$ cat src/verilog/eq_tag_pkg.sv
// constants and carriers for the receive-port equalizer and tagging registers
//
// Overview of operation
// any error-select bit set enables link error counting during adaption; resets to 0x7.
// errors accumulate over half of the external relock period.
// count strictly above the error limit steps the equalizer to the next setting.
// select bit 6 clock errors, bit 5 encoding errors, bit 4 parity errors.
// two-phase mode also uses selected errors to validate a candidate setting.
// two-phase off: wait the full period, then judge by instantaneous lock.
// two-phase on: wait half, watch errors over other half; error steps at once.
// loop order 0 makes equalizer inner loop, 1 makes sampling filter inner loop.
// sampling filter adaption runs while its enable bit is set; resets to one.
// host must not program the error limit to zero; it resets to one.
// addresses 0x44 to 0x49 are read-only and return zero.
// capability and embedded-type registers are banked per port via the port select.
// capability bit 4 passes encoder crc errors when one, suppresses them when zero.
// host should set the crc flag enable and clear the encoder crc disable.
// raw mode with line count 00 forwards every long packet as raw video.
// line count 1 to 3 tags that many leading long packets per frame as embedded.
// embedded lines carry the six-bit embedded type code, reset 0x12.
// embedded tagging has no effect when the port takes csi formatted input.
// sampling filter stays within floor and ceiling, both 0 to 14, ceiling at least floor.
// error accumulation restarts for every new candidate equalizer setting.
package eq_tag_pkg;

   localparam logic [7:0] ADDR_EQ_CTL = 8'h42;
   localparam logic [7:0] ADDR_EQ_LIMIT = 8'h43;
   localparam logic [7:0] ADDR_RSVD_FIRST = 8'h44;
   localparam logic [7:0] ADDR_RSVD_LAST = 8'h49;
   localparam logic [7:0] ADDR_CAP = 8'h4A;
   localparam logic [7:0] ADDR_EMBED = 8'h4B;

   localparam int CTL_ERR_SEL_LSB = 4;
   localparam int CTL_TWO_PHASE_BIT = 2;
   localparam int CTL_LOOP_ORDER_BIT = 1;
   localparam int CTL_SF_EN_BIT = 0;
   localparam logic [7:0] CTL_WRITE_MASK = 8'h7F;
   localparam logic [7:0] CTL_RESET = 8'h71;
   localparam logic [7:0] LIMIT_RESET = 8'h01;
   localparam logic [7:0] EMBED_RESET = 8'h12;
   localparam logic [7:0] READ_ZERO = 8'h00;

   localparam int ERR_CLK_BIT = 2;
   localparam int ERR_ENC_BIT = 1;
   localparam int ERR_PAR_BIT = 0;

   localparam int CAP_CRC_FLAG_BIT = 4;
   localparam int EMBED_CNT_LSB = 6;
   localparam int EMBED_CODE_W = 6;

   localparam logic [3:0] SF_LIMIT = 4'hE;

   typedef enum logic [1:0] {EQ_WAIT, EQ_WATCH, EQ_LOCKED} eq_state_t;

   typedef struct packed {
      logic lock;
      logic clk_err;
      logic enc_err;
      logic par_err;
      logic enc_crc_err;
   } link_in_t;

   typedef struct packed {
      logic frame_start;
      logic long_pkt;
      logic raw_mode;
      logic raw12;
      logic [EMBED_CODE_W-1:0] dtype;
   } pkt_in_t;

   typedef struct packed {
      logic valid;
      logic embedded;
      logic [EMBED_CODE_W-1:0] dtype;
   } pkt_out_t;

endpackage

$ cat src/verilog/rx_port_eq_and_tag_regs.sv
// receive-port equalizer control, crc flag gating and embedded-line tagging
`timescale 1ns/1ps
`default_nettype none

module rx_port_eq_and_tag_regs
   import eq_tag_pkg::*;
#(
   parameter int NUM_PORTS = 2,
   parameter int TIMER_W = 16,
   parameter int EQ_W = 4,
   parameter logic [7:0] CAP_RESET = 8'h00
)
(
   input wire logic clk,
   input wire logic sys_rst,
   input wire logic [7:0] reg_addr,
   input wire logic reg_wr,
   input wire logic reg_rd,
   input wire logic [7:0] reg_wdata,
   output var logic [7:0] reg_rdata,
   input wire logic read_port,
   input wire logic [NUM_PORTS-1:0] write_port_en,
   input wire logic [TIMER_W-1:0] eq_relock_period,
   input wire logic [3:0] sample_filter_floor,
   input wire logic [3:0] sample_filter_ceiling,
   input wire logic [EMBED_CODE_W-1:0] ten_bit_raw_type_code,
   input wire logic [EMBED_CODE_W-1:0] twelve_bit_raw_type_code,
   input wire link_in_t [NUM_PORTS-1:0] link_in,
   input wire pkt_in_t [NUM_PORTS-1:0] pkt_in,
   output var logic [NUM_PORTS-1:0][EQ_W-1:0] eq_setting,
   output var logic [NUM_PORTS-1:0][3:0] filter_setting,
   output var logic [NUM_PORTS-1:0] eq_locked,
   output var logic [NUM_PORTS-1:0] crc_err_flag,
   output var pkt_out_t [NUM_PORTS-1:0] pkt_out
);

   ////////////////////////////////////////////////////////////////////////////
   // elaboration checks

   if (NUM_PORTS < 1 || NUM_PORTS > 2)
   begin : g_bad_ports
      $error("port count must be 1 or 2");
   end
   if (TIMER_W < 2 || EQ_W < 1)
   begin : g_bad_width
      $error("timer or equalizer width too small");
   end

   ////////////////////////////////////////////////////////////////////////////
   // state

   typedef struct packed {
      eq_state_t st;
      logic [TIMER_W-1:0] tmr;
      logic [8:0] errs;
      logic [EQ_W-1:0] eq;
      logic [3:0] sf;
      logic locked;
      logic crc_flag;
      logic [1:0] lines;
      pkt_out_t pkt;
      logic [7:0] cap;
      logic [7:0] embed;
   } port_t;

   typedef struct packed {
      logic [7:0] ctl;
      logic [7:0] limit;
      logic [7:0] rdata;
      port_t [NUM_PORTS-1:0] port;
   } state_t;

   state_t s_q;
   state_t s_d;

   ////////////////////////////////////////////////////////////////////////////
   // helpers

   // next candidate of the equalizer / filter search
   function automatic logic [EQ_W+3:0] next_setting(
      input logic [EQ_W-1:0] eq,
      input logic [3:0] sf,
      input logic sf_en,
      input logic order,
      input logic [3:0] lo,
      input logic [3:0] hi
   );
      logic [EQ_W-1:0] eq_n;
      logic [3:0] sf_n;
      eq_n = eq;
      sf_n = sf;
      if (!sf_en)
      begin
         eq_n = eq + EQ_W'(1);
         sf_n = lo;
      end
      else if (!order)
      begin
         eq_n = eq + EQ_W'(1);
         if (eq == '1)
         begin
            sf_n = (sf >= hi) ? lo : sf + 4'h1;
         end
      end
      else
      begin
         if (sf >= hi)
         begin
            sf_n = lo;
            eq_n = eq + EQ_W'(1);
         end
         else
         begin
            sf_n = sf + 4'h1;
         end
      end
      return {eq_n, sf_n};
   endfunction

   ////////////////////////////////////////////////////////////////////////////
   // next state

   logic [2:0] err_sel;
   logic two_phase;
   logic loop_order;
   logic sf_en;
   logic [TIMER_W-1:0] full_cnt;
   logic [TIMER_W-1:0] half_cnt;
   logic [3:0] sf_lo;
   logic [3:0] sf_hi;

   always_comb
   begin
      err_sel = s_q.ctl[CTL_ERR_SEL_LSB +: 3];
      two_phase = s_q.ctl[CTL_TWO_PHASE_BIT];
      loop_order = s_q.ctl[CTL_LOOP_ORDER_BIT];
      sf_en = s_q.ctl[CTL_SF_EN_BIT];
      full_cnt = (eq_relock_period == '0) ? TIMER_W'(1) : eq_relock_period;
      half_cnt = eq_relock_period >> 1;
      if (half_cnt == '0)
      begin
         half_cnt = TIMER_W'(1);
      end
      sf_lo = (sample_filter_floor > SF_LIMIT) ? SF_LIMIT : sample_filter_floor;
      sf_hi = (sample_filter_ceiling > SF_LIMIT) ? SF_LIMIT : sample_filter_ceiling;
      if (sf_hi < sf_lo)
      begin
         sf_hi = sf_lo;
      end
   end

   always_comb
   begin
      logic err_hit;
      logic step;
      logic [EQ_W+3:0] nxt;
      logic [1:0] lines_now;
      logic embed_now;
      logic [TIMER_W-1:0] tmr_inc;
      s_d = s_q;
      err_hit = 1'b0;
      step = 1'b0;
      nxt = '0;
      lines_now = '0;
      embed_now = 1'b0;
      tmr_inc = '0;

      // register writes
      if (reg_wr)
      begin
         if (reg_addr == ADDR_EQ_CTL)
         begin
            s_d.ctl = reg_wdata & CTL_WRITE_MASK;
         end
         if (reg_addr == ADDR_EQ_LIMIT)
         begin
            s_d.limit = reg_wdata;
         end
      end

      // register reads, one cycle latency
      if (reg_rd)
      begin
         if (reg_addr == ADDR_EQ_CTL)
         begin
            s_d.rdata = s_q.ctl;
         end
         else if (reg_addr == ADDR_EQ_LIMIT)
         begin
            s_d.rdata = s_q.limit;
         end
         else if (reg_addr == ADDR_CAP && int'(read_port) < NUM_PORTS)
         begin
            s_d.rdata = s_q.port[read_port].cap;
         end
         else if (reg_addr == ADDR_EMBED && int'(read_port) < NUM_PORTS)
         begin
            s_d.rdata = s_q.port[read_port].embed;
         end
         else
         begin
            s_d.rdata = READ_ZERO;
         end
      end

      for (int p = 0; p < NUM_PORTS; p++)
      begin
         // banked writes
         if (reg_wr && write_port_en[p])
         begin
            if (reg_addr == ADDR_CAP)
            begin
               s_d.port[p].cap = reg_wdata;
            end
            if (reg_addr == ADDR_EMBED)
            begin
               s_d.port[p].embed = reg_wdata;
            end
         end

         s_d.port[p].crc_flag = link_in[p].enc_crc_err & s_q.port[p].cap[CAP_CRC_FLAG_BIT];

         // adaptive equalizer
         err_hit = (err_sel[ERR_CLK_BIT] & link_in[p].clk_err)
                 | (err_sel[ERR_ENC_BIT] & link_in[p].enc_err)
                 | (err_sel[ERR_PAR_BIT] & link_in[p].par_err);
         tmr_inc = s_q.port[p].tmr + TIMER_W'(1);
         step = 1'b0;
         unique case (s_q.port[p].st)
            EQ_WAIT:
            begin
               s_d.port[p].tmr = tmr_inc;
               if (two_phase && tmr_inc >= half_cnt)
               begin
                  s_d.port[p].st = EQ_WATCH;
                  s_d.port[p].tmr = '0;
                  s_d.port[p].errs = '0;
               end
               else if (!two_phase && tmr_inc >= full_cnt)
               begin
                  if (link_in[p].lock)
                  begin
                     s_d.port[p].st = EQ_LOCKED;
                     s_d.port[p].tmr = '0;
                     s_d.port[p].errs = '0;
                  end
                  else
                  begin
                     step = 1'b1;
                  end
               end
            end
            EQ_WATCH:
            begin
               s_d.port[p].tmr = tmr_inc;
               if (err_hit)
               begin
                  step = 1'b1;
               end
               else if (tmr_inc >= half_cnt)
               begin
                  if (link_in[p].lock)
                  begin
                     s_d.port[p].st = EQ_LOCKED;
                     s_d.port[p].tmr = '0;
                     s_d.port[p].errs = '0;
                  end
                  else
                  begin
                     step = 1'b1;
                  end
               end
            end
            EQ_LOCKED:
            begin
               s_d.port[p].tmr = tmr_inc;
               if (err_hit && s_q.port[p].errs != '1)
               begin
                  s_d.port[p].errs = s_q.port[p].errs + 9'h001;
               end
               if (!link_in[p].lock)
               begin
                  step = 1'b1;
               end
               else if (tmr_inc >= half_cnt)
               begin
                  if (s_d.port[p].errs > {1'b0, s_q.limit})
                  begin
                     step = 1'b1;
                  end
                  else
                  begin
                     s_d.port[p].tmr = '0;
                     s_d.port[p].errs = '0;
                  end
               end
            end
         endcase

         if (step)
         begin
            nxt = next_setting(s_q.port[p].eq, s_q.port[p].sf, sf_en, loop_order, sf_lo, sf_hi);
            s_d.port[p].eq = nxt[EQ_W+3:4];
            s_d.port[p].sf = nxt[3:0];
            s_d.port[p].st = EQ_WAIT;
            s_d.port[p].tmr = '0;
            s_d.port[p].errs = '0;
         end
         else if (s_q.port[p].sf < sf_lo || s_q.port[p].sf > sf_hi)
         begin
            s_d.port[p].sf = sf_lo;
         end
         s_d.port[p].locked = (s_d.port[p].st == EQ_LOCKED);

         // embedded-line tagging
         lines_now = pkt_in[p].frame_start ? 2'b00 : s_q.port[p].lines;
         s_d.port[p].lines = lines_now;
         s_d.port[p].pkt.valid = pkt_in[p].long_pkt;
         s_d.port[p].pkt.embedded = 1'b0;
         if (pkt_in[p].long_pkt)
         begin
            embed_now = pkt_in[p].raw_mode
                      && lines_now < s_q.port[p].embed[EMBED_CNT_LSB +: 2];
            s_d.port[p].pkt.embedded = embed_now;
            if (embed_now)
            begin
               s_d.port[p].pkt.dtype = s_q.port[p].embed[EMBED_CODE_W-1:0];
            end
            else if (pkt_in[p].raw_mode)
            begin
               s_d.port[p].pkt.dtype = pkt_in[p].raw12 ? twelve_bit_raw_type_code
                                                        : ten_bit_raw_type_code;
            end
            else
            begin
               s_d.port[p].pkt.dtype = pkt_in[p].dtype;
            end
            if (lines_now != 2'b11)
            begin
               s_d.port[p].lines = lines_now + 2'b01;
            end
         end
      end
   end

   ////////////////////////////////////////////////////////////////////////////
   // registers

   always_ff @(posedge clk)
   begin
      if (sys_rst)
      begin
         s_q <= '0;
         s_q.ctl <= CTL_RESET;
         s_q.limit <= LIMIT_RESET;
         for (int p = 0; p < NUM_PORTS; p++)
         begin
            s_q.port[p].cap <= CAP_RESET;
            s_q.port[p].embed <= EMBED_RESET;
            s_q.port[p].st <= EQ_WAIT;
         end
      end
      else
      begin
         s_q <= s_d;
      end
   end

   ////////////////////////////////////////////////////////////////////////////
   // outputs

   always_comb
   begin
      reg_rdata = s_q.rdata;
      for (int p = 0; p < NUM_PORTS; p++)
      begin
         eq_setting[p] = s_q.port[p].eq;
         filter_setting[p] = s_q.port[p].sf;
         eq_locked[p] = s_q.port[p].locked;
         crc_err_flag[p] = s_q.port[p].crc_flag;
         pkt_out[p] = s_q.port[p].pkt;
      end
   end

endmodule

`default_nettype wire

$ cat config.mk
export PLATFORM = sky130hd
export DESIGN_NAME = rx_port_eq_and_tag_regs
export DESIGN_NICKNAME = d
export VERILOG_FILES = /design/src/verilog/eq_tag_pkg.sv /design/src/verilog/rx_port_eq_and_tag_regs.sv
export SDC_FILE = /design/constraint.sdc
export NUM_CORES = 1
export LEC_CHECK = 0
export BUFFER_PORTS_ARGS = -buffer_cell sky130_fd_sc_hd__buf_2
export CORE_UTILIZATION = 54
export CTS_CLUSTER_DIAMETER = 40
export DETAILED_ROUTE_END_ITERATION = 10
export GPL_ROUTABILITY_DRIVEN = 1
export HOLD_SLACK_MARGIN = 0.12
export PLACE_DENSITY = 0.84
export SYNTH_ARGS = -nofsm -noshare
export SYNTH_HDL_FRONTEND = slang
export SYNTH_SLANG_ARGS = --single-unit
$ cat constraint.sdc
create_clock -name clk -period 3.9 [get_ports clk]
set_clock_uncertainty 0.05 [all_clocks]
set_input_delay 0.39 -clock clk [delete_from_list [all_inputs] [get_ports clk]]
set_output_delay 0.39 -clock clk [all_outputs]
set_load 0.05 [all_outputs]
==> run_results.csv <==
group,metric,value,unit
floorplan,die-height,140,um
global_routing,grt_pass1_vias,9214,
floorplan,io_pins,133,
timing,slew_viol_final,0,
logic_synthesis,synth-seq-area-share,29.0,%
timing,fin_ws,-0.0589,ns
worst_setup_path,endpoint_kind,"register",
global_routing,grt_max_degree,46,
cells_and_area,fillers,1472,
timing,worstMarginPinSlew,0.949,ns
cells_and_area,post-route-util,64.6,%
cells_and_area,fin_nets,1554,
worst_setup_path,worst_setup_path_start_kind,"register",
detailed_routing,drt-initial-drc-count,742,
worst_setup_path,critical_path_required,4.22,ns
cells_and_area,multi_input_area,6810,um2
logic_synthesis,synth-edff-count,0,
detailed_routing,drc,0,
detailed_routing,via_per_inst,5.94,
timing,holdWs,0.147,ns
cells_and_area,antenna_cells,0,
worst_setup_path,cp_max_fo,4,
timing,fin_setup_tns,-0.142,ns
floorplan,row_count,50,
logic_synthesis,netlist_top_cells_area,"dfxtp_1 29%, ha_1 14%, mux2i_1 7.7%",
global_routing,grt_usage,26.7,%
placed_design,place.gp.congestion,0.947,
logic_synthesis,synth_cells,1233,
outcome,status,"finished, violations left",
global_routing,antenna_found_initial,0,
clocking,clk_latency,0.44,ns
cells_and_area,drive_gt1_share,22.2,%
outcome,violations,"setup timing",
logic_synthesis,synthesis.area,10300,um2
logic_synthesis,ys_types,82,
clocking,clk_pin_slew_worst_paths,0.07,ns
timing,fmax,253,MHz
min_path,worst_hold_path_type,"in -> reg",
floorplan,coreArea,18700,um2
logic_synthesis,yosysMostFrequentCell,"dfxtp_1",
placed_design,pre_cts_ws,-0.0985,ns
clocking,cts_tree,"built",
floorplan,start_util,54.9,%
power,finalPower,3780,uW
timing,finalCritPeriodShare,102,%
worst_setup_path,arrival,4.28,ns
power,leakagePower,0.00571,uW
flow_run,drv_cap,0,
global_routing,grt_first_pass_wirelength,42.5,mm
timing,finalSetupViolCount,4,
clocking,cts_max_level,4,
timing,rsz0062_at_grt,"true",
cells_and_area,area_growth,17.5,%
floorplan,dieArea,19600,um2
detailed_routing,wl_per_cell,16.6,um
cells_and_area,seq_area,2990,um2
logic_synthesis,ys_ff_latch,149,
floorplan,die_x,140,um
placed_design,portBuffers,132,
logic_synthesis,synth_top_area_share,29.0,%
logic_synthesis,yosysWarnings,0,
worst_setup_path,crit_type,"reg -> reg",
logic_synthesis,synth_common_cells,"149 x dfxtp_1, 135 x nor2_1, 114 x ha_1, 79 x mux2i_1",
placed_design,place_hpwl,19.5,mm
timing,min_period,3.96,ns
logic_synthesis,syn_nets,1436,
power,p_per_area,313,nW/um2
global_routing,grt_overflow_total,0,
logic_synthesis,syn_avg_cell_area,8.34,um2
detailed_routing,first_pass_iters,5,
timing,relSlewSlack,36.5,%
clocking,clockRootBuffer,"clkbuf_16",
logic_synthesis,synth_top_cell_by_area,"dfxtp_1",
detailed_routing,routed_wl,26.6,mm
logic_synthesis,async_reset_ff_share,0,%
detailed_routing,ant_nets,0,
timing,hold_viol_final,0,
power,ir_drop,0.284,mV
logic_synthesis,yosys_most_used_dff,"dfxtp_1",
clocking,cts.sinks,149,
clocking,cts_buffers,17,
clocking,cts_buffer_depth,2,
detailed_routing,vias,9492,
==> final cells by class <==
type | count | share of cell area (%)
Multi-Input combinational cell | 917 | 56.4
Sequential cell | 149 | 24.8
Timing Repair Buffer | 190 | 9.26
Clock buffer | 18 | 3.64
Tap cell | 234 | 2.42
Inverter | 76 | 2.36
Clock inverter | 14 | 1.12
==> sequential cells by signal (all words and copies together) (netlist names) <==
name            cells
loop_order          1
pkt_out            16
s_q               101
filter_setting      8
eq_setting          8
eq_locked           2
crc_err_flag        2
err_sel             3
reg_rdata           8
==> what timing repair did <==
item	CTS	global route
hold buffers	3	0
gates resized for setup	17	51
buffers inserted	9	7
hold endpoints to repair	3	0
gates cloned	0	1
setup endpoints to repair	24	68
pin swaps	21	25
==> worst max-delay path: stages, from the launching register on <==
cell and delay, ns:
dfxtp_2 0.34, ha_4 0.16, nand3_2 0.07, nor2_2 0.04, ha_2 0.18, nor2_4 0.11
nand4_1 0.22, and2_4 0.22, or2_4 0.23, ha_4 0.16, a211oi_2 0.20, nor2_1 0.09
or4_4 0.51, a221oi_4 0.31, a21boi_2 0.11, a2bb2oi_4 0.17, mux2_4 0.34, o311a_1 0.29
a21oi_1 0.11
==> cell usage in the layout (no fill, tap or decap), drive strengths merged, types with 12 or more instances in the layout <==
cell    synthesis  layout
buf            50     187
dfxtp         149     149
nor2          137     137
ha            114     114
inv            76      84
mux2i          79      79
nand2          77      77
a21oi          72      72
nand3          53      53
o21ai          46      46
nor2b          40      40
a211oi         33      33
xnor2          26      26
nand4          23      23
clkbuf         42      18
xor2           18      18
nand2b         16      16
o211ai         16      16
and3           14      14
and2           13      13
a22oi          12      12
==> path summary, 6_finish.rpt <==
path	to	cells after the start	startpoint	slack (ns)
setup / recovery	filter_setting[0]	18	s_q[36]	-0.06
hold / removal	crc_err_flag[1]	2	link_in[5]	0.15
setup reg to reg	filter_setting[0]	18	s_q[36]	-0.06
hold reg to reg	s_q[108]	1	s_q[108]	0.42
==> cells by family (layout without fill, tap and decap cells) <==
family                   after synthesis  after routing  synth area share (%)
buffers and inverters                168            298                  7.89
AND/OR/NAND/NOR                      416            417                  20.0
XOR/XNOR                              44             44                  3.75
multiplexers                          82             82                  8.02
AO/OA/AOI/OAI                        260            260                  17.5
adder cells (fa/ha/maj)              114            114                  13.9
flip-flops                           149            149                  29.0
==> power breakdown <==
part | internal, uW | switching, uW | total, uW | leakage [uW]
Sequential | 1560 | 35.6 | 1590 | 0.00121
Combinational | 218 | 371 | 589 | 0.00422
Clock | 862 | 734 | 1600 | 0.000282
Total | 2640 | 1140 | 3780 | 0.00571
==> metrics by stage <==
| stage | instances | area, um2 |
|---|---|---|
| 2_1_floorplan | 1233 | 10300 |
| 3_3_place_gp | 1547 | 11000 |
| 3_5_place_dp | 1547 | 11000 |
| 4_1_cts | 1590 | 11800 |
| 5_1_grt | 1598 | 12100 |
| 6_report | 1598 | 12100 |
==> routing by layer <==
layer | GRT usage (%) | wire length [um] | vias to the layer above | share of wire, %
li1 | - | - | 4585 | -
met1 | 31.8 | 11100 | 4468 | 42
met2 | 45.9 | 13200 | 366 | 50
met3 | 5.74 | 1590 | 73 | 6.0
met4 | 12.0 | 722 | 0 | 2.7
met5 | 0 | 0 | - | 0
Note: power is estimated with default switching activity, not from simulation.
